## src/srawd_params.svh

```systemverilog
`ifndef SRAWD_PARAMS_SVH
`define SRAWD_PARAMS_SVH

// Datapath width
`define SRAWD_W            32
`define SRAWD_CNT_W        5

// Register byte offsets
`define SRAWD_OFS_SRC      8'h00
`define SRAWD_OFS_AMT      8'h04
`define SRAWD_OFS_CTRL     8'h08
`define SRAWD_OFS_EXEC     8'h0C
`define SRAWD_OFS_RESULT   8'h10
`define SRAWD_OFS_FLAGS    8'h14

// Shift-amount register fields (bits 27-31 and 26 counted from the MSB)
`define SRAWD_AMT_N_MSB    4
`define SRAWD_AMT_N_LSB    0
`define SRAWD_AMT_BIG      5

// Control register fields
`define SRAWD_CTRL_IMM_MSB 4
`define SRAWD_CTRL_IMM_LSB 0
`define SRAWD_CTRL_FORM    8
`define SRAWD_CTRL_REC     9

// Flags register fields
`define SRAWD_FLG_CARRY    0
`define SRAWD_FLG_CR_MSB   7
`define SRAWD_FLG_CR_LSB   4
`define SRAWD_FLG_SO       8

// Reset values
`define SRAWD_RST_WORD     32'h0000_0000
`define SRAWD_RST_CR       4'h0

`endif

```

## src/srawd_pkg.sv

```systemverilog
package srawd_pkg;

  // Operand source of the shift count
  typedef enum logic [0:0] {
    SRAWD_FORM_REG = 1'b0,
    SRAWD_FORM_IMM = 1'b1
  } srawd_form_t;

  // Whole state of the top module
  typedef struct packed {
    logic        ack;
    logic [31:0] rdata;
    logic [31:0] src;
    logic [31:0] amt;
    logic [4:0]  imm;
    srawd_form_t form;
    logic        rec;
    logic [31:0] result;
    logic        carry;
    logic [3:0]  cr0;
    logic        so;
  } srawd_state_t;

endpackage : srawd_pkg

```

## src/srawd_dp_if.sv

```systemverilog
`timescale 1ns/1ps
interface srawd_dp_if #(
  parameter int W  = 32,
  parameter int SW = 5
);
  logic [W-1:0]  src;
  logic [SW-1:0] shamt;
  logic          zero_mask;
  logic [W-1:0]  result;
  logic          carry;
  logic          lt;
  logic          gt;
  logic          eq;

  modport core (
    input  src,
    input  shamt,
    input  zero_mask,
    output result,
    output carry,
    output lt,
    output gt,
    output eq
  );

  modport ctrl (
    output src,
    output shamt,
    output zero_mask,
    input  result,
    input  carry,
    input  lt,
    input  gt,
    input  eq
  );
endinterface : srawd_dp_if

```

## src/srawd_core.sv

```systemverilog
`timescale 1ns/1ps
module srawd_core #(
  parameter int W  = 32,
  parameter int SW = 5
) (
  srawd_dp_if.core dp
);

  logic [2*W-1:0] doubled;
  logic [W-1:0]   rot;
  logic [W-1:0]   mask;
  logic [W-1:0]   sign_word;

  // Rotate left by W minus N is a right rotate by N
  assign doubled   = {dp.src, dp.src} >> dp.shamt;
  assign rot       = doubled[W-1:0];
  // Sign bit replicated across the word
  assign sign_word = {W{dp.src[W-1]}};
  // N zeros then ones, or all zeros for oversize counts
  assign mask      = dp.zero_mask ? '0 : ({W{1'b1}} >> dp.shamt);

  // Merge and carry
  assign dp.result = (rot & mask) | (sign_word & ~mask);
  assign dp.carry  = (|(rot & ~mask)) & dp.src[W-1];

  // Signed compare against zero
  assign dp.lt = dp.result[W-1];
  assign dp.eq = ~|dp.result;
  assign dp.gt = ~dp.result[W-1] & |dp.result;

endmodule : srawd_core

```

## src/srawd_top.sv

```systemverilog
// The implementer's own choices: the placing of the registers and the Wishbone register port.
`timescale 1ns/1ps
`include "srawd_params.svh"
// Function
// - Register form: count from low five bits, rotate left by 32 minus count.
// - Sign word is the source sign bit copied into all 32 positions.
// - Register form, bit 26 clear: mask is N zeros then ones.
// - Register form, bit 26 set: mask all zeros, result equals sign word.
// - Result takes rotated bits under mask ones, sign bits elsewhere.
// - Carry: OR-reduce rotated AND inverted mask, then AND with source sign.
// - Immediate form: count from immediate field, never an all-zero mask.
// - Every form updates the carry flag, record bit or not.
// - Record bit set updates condition field 0; clear leaves it unchanged.
module srawd_top
  import srawd_pkg::*;
#(
  parameter int DATA_W = 32,
  parameter int ADDR_W = 8
) (
  input  wire logic              clk,
  input  wire logic              rst_n,
  input  wire logic              ce,
  input  wire logic              wb_cyc,
  input  wire logic              wb_stb,
  input  wire logic              wb_we,
  input  wire logic [ADDR_W-1:0] wb_adr,
  input  wire logic [3:0]        wb_sel,
  input  wire logic [31:0]       wb_wdat,
  output logic      [31:0]       wb_rdat,
  output logic                   wb_ack,
  output logic      [31:0]       dest_result,
  output logic                   carry_flag,
  output logic      [3:0]        cr0_bits
);

  // Elaboration checks
  if (DATA_W != `SRAWD_W) begin : g_bad_w
    $error("srawd_top supports only a 32-bit datapath");
  end
  if (ADDR_W < 5) begin : g_bad_a
    $error("srawd_top needs at least 5 address bits");
  end

  srawd_state_t s_q;
  srawd_state_t s_d;
  logic         req;
  logic         wr;
  logic         exec_fire;
  logic [7:0]   ofs;
  logic [31:0]  rd_word;

  srawd_dp_if #(.W(`SRAWD_W), .SW(`SRAWD_CNT_W)) dp ();

  srawd_core #(.W(`SRAWD_W), .SW(`SRAWD_CNT_W)) u_core (
    .dp (dp.core)
  );

  // Byte-lane merge of a write into a stored word
  function automatic logic [31:0] lane_merge(input logic [31:0] old,
                                             input logic [31:0] nw,
                                             input logic [3:0]  sel);
    logic [31:0] r;
    r = old;
    for (int i = 0; i < 4; i++) begin
      if (sel[i]) begin
        r[i*8 +: 8] = nw[i*8 +: 8];
      end
    end
    return r;
  endfunction : lane_merge

  // Register offset compare
  function automatic logic hit(input logic [7:0] a, input logic [7:0] o);
    return a == o;
  endfunction : hit

  // Operand selection for the two forms
  assign dp.src       = s_q.src;
  assign dp.shamt     = (s_q.form == SRAWD_FORM_IMM) ? s_q.imm
                      : s_q.amt[`SRAWD_AMT_N_MSB:`SRAWD_AMT_N_LSB];
  assign dp.zero_mask = (s_q.form == SRAWD_FORM_REG) & s_q.amt[`SRAWD_AMT_BIG];

  // Bus request decode
  assign ofs       = 8'(wb_adr);
  assign req       = wb_cyc & wb_stb & ~s_q.ack;
  assign wr        = req & wb_we;
  assign exec_fire = ce & wr & hit(ofs, `SRAWD_OFS_EXEC);

  // Read mux
  always_comb begin
    rd_word = `SRAWD_RST_WORD;
    if (hit(ofs, `SRAWD_OFS_SRC)) begin
      rd_word = s_q.src;
    end else if (hit(ofs, `SRAWD_OFS_AMT)) begin
      rd_word = s_q.amt;
    end else if (hit(ofs, `SRAWD_OFS_CTRL)) begin
      rd_word[`SRAWD_CTRL_IMM_MSB:`SRAWD_CTRL_IMM_LSB] = s_q.imm;
      rd_word[`SRAWD_CTRL_FORM] = s_q.form;
      rd_word[`SRAWD_CTRL_REC]  = s_q.rec;
    end else if (hit(ofs, `SRAWD_OFS_RESULT)) begin
      rd_word = s_q.result;
    end else if (hit(ofs, `SRAWD_OFS_FLAGS)) begin
      rd_word[`SRAWD_FLG_CARRY] = s_q.carry;
      rd_word[`SRAWD_FLG_CR_MSB:`SRAWD_FLG_CR_LSB] = s_q.cr0;
      rd_word[`SRAWD_FLG_SO] = s_q.so;
    end
  end

  // Next state
  always_comb begin
    s_d       = s_q;
    s_d.ack   = req;
    s_d.rdata = req ? rd_word : `SRAWD_RST_WORD;
    if (wr) begin
      if (hit(ofs, `SRAWD_OFS_SRC)) begin
        s_d.src = lane_merge(s_q.src, wb_wdat, wb_sel);
      end
      if (hit(ofs, `SRAWD_OFS_AMT)) begin
        s_d.amt = lane_merge(s_q.amt, wb_wdat, wb_sel);
      end
      if (hit(ofs, `SRAWD_OFS_CTRL) && wb_sel[0]) begin
        s_d.imm = wb_wdat[`SRAWD_CTRL_IMM_MSB:`SRAWD_CTRL_IMM_LSB];
      end
      if (hit(ofs, `SRAWD_OFS_CTRL) && wb_sel[1]) begin
        s_d.form = srawd_form_t'(wb_wdat[`SRAWD_CTRL_FORM]);
        s_d.rec  = wb_wdat[`SRAWD_CTRL_REC];
      end
      if (hit(ofs, `SRAWD_OFS_FLAGS) && wb_sel[1]) begin
        s_d.so = wb_wdat[`SRAWD_FLG_SO];
      end
    end
    // Execute: result and carry, and field 0 when the record bit is set, in one edge
    if (exec_fire) begin
      s_d.result = dp.result;
      s_d.carry  = dp.carry;
      if (s_q.rec) begin
        s_d.cr0 = {dp.lt, dp.gt, dp.eq, s_q.so};
      end
    end
  end

  // State register with clock enable
  always_ff @(posedge clk) begin
    if (!rst_n) begin
      s_q <= '0;
    end else if (ce) begin
      s_q <= s_d;
    end
  end

  // Outputs straight from state
  assign wb_rdat     = s_q.rdata;
  assign wb_ack      = s_q.ack;
  assign dest_result = s_q.result;
  assign carry_flag  = s_q.carry;
  assign cr0_bits    = s_q.cr0;

  // Independent reference for checks
  logic [31:0] exp_sra;
  logic        exp_lost;
  logic        is_reg_big;
  assign is_reg_big = dp.zero_mask;
  assign exp_sra    = is_reg_big ? {32{s_q.src[31]}}
                    : 32'($signed(s_q.src) >>> dp.shamt);
  assign exp_lost   = is_reg_big ? (|s_q.src)
                    : (32'(exp_sra << dp.shamt) != s_q.src);

  property p_shift_reg;
    @(posedge clk) disable iff (!rst_n)
      exec_fire && s_q.form == SRAWD_FORM_REG && !is_reg_big |=> dest_result == $past(exp_sra);
  endproperty
  a_shift_reg: assert property (p_shift_reg)
    else $error("register-form shift result wrong");

  property p_sign_word;
    @(posedge clk) disable iff (!rst_n)
      exec_fire && is_reg_big |=> dest_result == {32{$past(s_q.src[31])}};
  endproperty
  a_sign_word: assert property (p_sign_word)
    else $error("oversize count did not give sign word");

  property p_shift_imm;
    @(posedge clk) disable iff (!rst_n)
      exec_fire && s_q.form == SRAWD_FORM_IMM |=> dest_result == $past(exp_sra);
  endproperty
  a_shift_imm: assert property (p_shift_imm)
    else $error("immediate-form shift result wrong");

  property p_carry;
    @(posedge clk) disable iff (!rst_n)
      exec_fire |=> carry_flag == ($past(s_q.src[31]) & $past(exp_lost));
  endproperty
  a_carry: assert property (p_carry)
    else $error("carry flag wrong");

  property p_carry_norec;
    @(posedge clk) disable iff (!rst_n)
      exec_fire && !s_q.rec && exp_lost && s_q.src[31] |=> carry_flag;
  endproperty
  a_carry_norec: assert property (p_carry_norec)
    else $error("carry not set without record");

  property p_cr_hold;
    @(posedge clk) disable iff (!rst_n)
      exec_fire && !s_q.rec |=> $stable(cr0_bits);
  endproperty
  a_cr_hold: assert property (p_cr_hold)
    else $error("field 0 changed with record bit clear");

  property p_cr_set;
    @(posedge clk) disable iff (!rst_n)
      exec_fire && s_q.rec |=> cr0_bits == {dest_result[31], !dest_result[31] && dest_result != 0,
                                            dest_result == 0, $past(s_q.so)};
  endproperty
  a_cr_set: assert property (p_cr_set)
    else $error("field 0 does not match result");

  property p_one_cycle;
    @(posedge clk) disable iff (!rst_n)
      ce && wb_cyc && wb_stb && !wb_ack |=> wb_ack ##1 !wb_ack || !ce;
  endproperty
  a_one_cycle: assert property (p_one_cycle)
    else $error("bus answer not in one cycle");

  property p_freeze;
    @(posedge clk) disable iff (!rst_n)
      !ce |=> $stable(dest_result) && $stable(wb_ack) && $stable(cr0_bits);
  endproperty
  a_freeze: assert property (p_freeze) else $error("state moved with clock enable low");

endmodule : srawd_top

```

## config.mk

```make
export PLATFORM = sky130hd
export DESIGN_NAME = srawd_top
export DESIGN_NICKNAME = d
export VERILOG_FILES = /design/src/srawd_pkg.sv /design/src/srawd_dp_if.sv /design/src/srawd_core.sv /design/src/srawd_top.sv
export VERILOG_INCLUDE_DIRS = /design/src
export SDC_FILE = /design/constraint.sdc
export NUM_CORES = 1
export LEC_CHECK = 0
export ABC_AREA = 1
export BUFFER_PORTS_ARGS = -buffer_cell sky130_fd_sc_hd__buf_4
export CAP_MARGIN = 25
export CORE_AREA = 2 2 106 210
export DETAILED_ROUTE_END_ITERATION = 8
export DIE_AREA = 0 0 108 212
export GPL_TIMING_DRIVEN = 0
export PLACE_DENSITY = 0.64
export SKIP_LAST_GASP = 1
export SYNTH_ARGS = -nofsm -noshare
export SYNTH_HDL_FRONTEND = slang
export SYNTH_HIERARCHICAL = 1
export SYNTH_SLANG_ARGS = --single-unit
```

## constraint.sdc

```tcl
create_clock -name clk -period 6 [get_ports clk]
set_input_delay 0.9 -clock clk [delete_from_list [all_inputs] [get_ports clk]]
set_output_delay 0.9 -clock clk [all_outputs]
set_load 0.02 [all_outputs]
```

==> results.yml <==
global_route:
  grt-ovfl-total: 0
  grt_pass1_wl_um: 71000
  grt_pass1_vias: 11400
  antenna_found_initial: 1
  grt_max_degree: 17
  grt_usage_pct: 43.5
yosys:
  syn_area_mm2: 0.00984
  synth_seq_cells: 142
  ys_seq_area_share_pct: 28.9
  syn-num-nets: 1629
  synthFlopType: "dfxtp_1"
  ys_top_cells_by_count: "nand2_1, nand3_1, a21oi_1"
  synth_top_area_share_pct: 28.9
  yosysWarnings: 6
  synth_edf_count: 0
  synth_largest_area_cell: "dfxtp_1"
  synthArstFlopShare_pct: 0
  post-synth-top-count-cell: "nand2_1"
  yosys-top-cells-area: "dfxtp_1, nand2_1, nand3_1, a21oi_1, o21ai_0"
  synthCells: 1579
  synth.distinct_cells: 37
  avgSynthCellArea_um2: 6.23
cells_and_area:
  drive_gt1_share_pct: 20.6
  nets: 1766
  instances_no_fill: 2002
  final_area_mm2: 0.0117
  antenna_cells: 0
  area_growth_pct: 19.1
routing:
  drt_iter0_drc: 916
  drt_wl_total_um: 49500
  first_pass_iters: 6
  drc: 0
  ant_nets: 0
  wl_per_cell_um: 24.7
  via_per_inst: 5.87
  vias: 11700
clock_network:
  clkTransAtPathRegs_ns: 0.06
  cts_tree: "built"
  cts_setup_buffers: 0
  cts_made_buffers: 17
  insertion_delay_ns: 0.44
  clock-sinks: 142
  cts.repair.resized: 0
  hold_buffers: 0
  clockRootBuffer: "clkbuf_16"
  htree_levels: 4
  max-clock-path-buffers: 2
pwr:
  switching_power_uw: 514
  power_leakage_uw: 0.00541
  p_int_uw: 1690
  power.share.sequential_pct: 42.8
  power_frac_comb_pct: 4.7
  p_total_uw: 2210
  ir_drop_v: 0.000256
  clkPwrFrac_pct: 52.5
  power_density_mw_per_mm2: 188
  switching_share_pct: 23.3
critical_path:
  path_max_fanout: 10
  cp-start-kind: "register"
  path_depth: 16
  rr_worst_depth: 16
  arrival_ns: 4.52
  end_kind: "register"
  cp_top_family: "simple AND/OR/NAND/NOR gates"
  required_ns: 6.32
  cp_cell_sequence: "clkbuf_1 -> o21ai_0 -> inv_1 -> buf_1 -> nand3_1 -> nand3_1 -> nand2_1 -> nand2_1 -> nand3b_1 -> nand3_1 -> nor2_1 -> nand2_1 -> nor2_1 -> a21oi_1 -> o21ai_0 -> a21oi_1"
  path_buf_inv: 3
  worst_path_max_delay_cell: "o21ai_0"
  cpPeakStageDelay_ns: 0.84
  critical_path_class: "register to register"
timing:
  finalCritPeriodShare_pct: 70.0
  hold_viol: 0
  fin_ws_ns: 1.80
  maxSlewHeadroom_pct: 31.4
  worst_pin_slew_ns: 1.02
  fin_skew_ns: 0.00903
  finalMaxSlewViolations: 0
  setup_viol_count_final: 0
  tns_ns: 0
  fmax_ghz: 0.238
  rsz0062_at_grt: "false"
  min_period_ns: 4.20
die:
  fp-row-count: 76
  die_w_um: 108
  ios: 120
  fp.dieH_um: 212
  core-area_mm2: 0.0214
  start_util_pct: 46.0
  dieArea_mm2: 0.0229
outcome:
  status: "completed"
worst_hold_path:
  holdPathStages: 2
  hold_class: "register to register"
placement:
  dpl_cell_area_mm2: 0.0111
  dpl_worst_slack_ns: 2.15
  dp_hpwl_um: 39800
  io_buffers: 118
  dpl.cell_count: 1970
  gp_congestion: 1.07
run:
  drv_cap: 0
==> registers in the layout, indices dropped and copies added, names as in the netlist <==
| name | flops |
|---|---|
| s_q | 40 |
| dest_result | 32 |
| wb_ack | 1 |
| carry_flag | 1 |
| cr0_bits | 4 |
| wb_rdat | 32 |
| dp.src | 32 |
==> layout make-up <==
| cell class | instances | area (µm²) |
|---|---|---|
| Timing Repair Buffer | 118 | 886 |
| Buffer | 154 | 981 |
| Sequential cell | 142 | 2840 |
| Clock inverter | 14 | 208 |
| Tap cell | 273 | 342 |
| Clock buffer | 18 | 439 |
| Multi-Input combinational cell | 1123 | 5410 |
| Fill cell | 2145 | 9680 |
| Inverter | 160 | 608 |
==> cells by family after synthesis <==
kind of cell	after synthesis	synth area share, %
AOI/OAI and AO/OA	321	17.7
buffers and inverters	314	16.2
DFF	142	28.9
and+or+nand+nor	802	37.2
==> metrics by stage <==
| step | util (%) | hold WS [ns] |
|---|---|---|
| global placement | 51.7 | 0.436 |
| floorplan | - | 0.425 |
| global route | 54.7 | 0.467 |
| detailed placement | 51.7 | 0.447 |
| finish | 54.7 | 0.458 |
| CTS | 54.7 | 0.455 |
==> power groups by stage <==
stage               clock, µW  sequential [µW]  combinational (µW)
floorplan                   0              965                43.3
global placement            0              964                99.2
detailed placement          0              964                 100
CTS                      1150              944                 101
global route             1190              943                 109
finish                   1160              943                 104
==> path summary, 6_finish.rpt <==
| kind | start | to | slack (ns) |
|---|---|---|---|
| setup / recovery | s_q[39]$_SDFFE_PN0P_ | cr0_bits[2]$_SDFFE_PN0P_ | 1.80 |
| hold reg to reg | s_q[62]$_SDFFE_PN0P_ | s_q[62]$_SDFFE_PN0P_ | 0.46 |
| setup reg to reg | s_q[39]$_SDFFE_PN0P_ | cr0_bits[2]$_SDFFE_PN0P_ | 1.80 |
| hold / removal | s_q[62]$_SDFFE_PN0P_ | s_q[62]$_SDFFE_PN0P_ | 0.46 |
==> cell usage in the layout, fill, tap and decap left out, drive strengths merged <==
cell type    n
dfxtp      142
buf        243
nor3         8
clkinv      11
bufinv       4
inv        159
a21oi      162
nand2      426
a21o         1
o2111ai      1
o21a         1
o22ai        4
clkbuf      47
o211ai      17
o21ai      124
nand3      278
nand4        2
nor2        78
nand3b       5
a211oi      11
and2         3
or2          2
==> metal layers <==
layer,GRT usage [%],routed length (µm)
met1,38.4,14900
met2,75.0,24300
met3,10.7,3540
met4,46.8,6750
met5,0,0
==> tightest hold or removal path: stages (launching register included) <==
cell and delay, ns:
dfxtp_1 0.30, inv_1 0.06, a21oi_1 0.05
(Power assumes the default switching activity.)
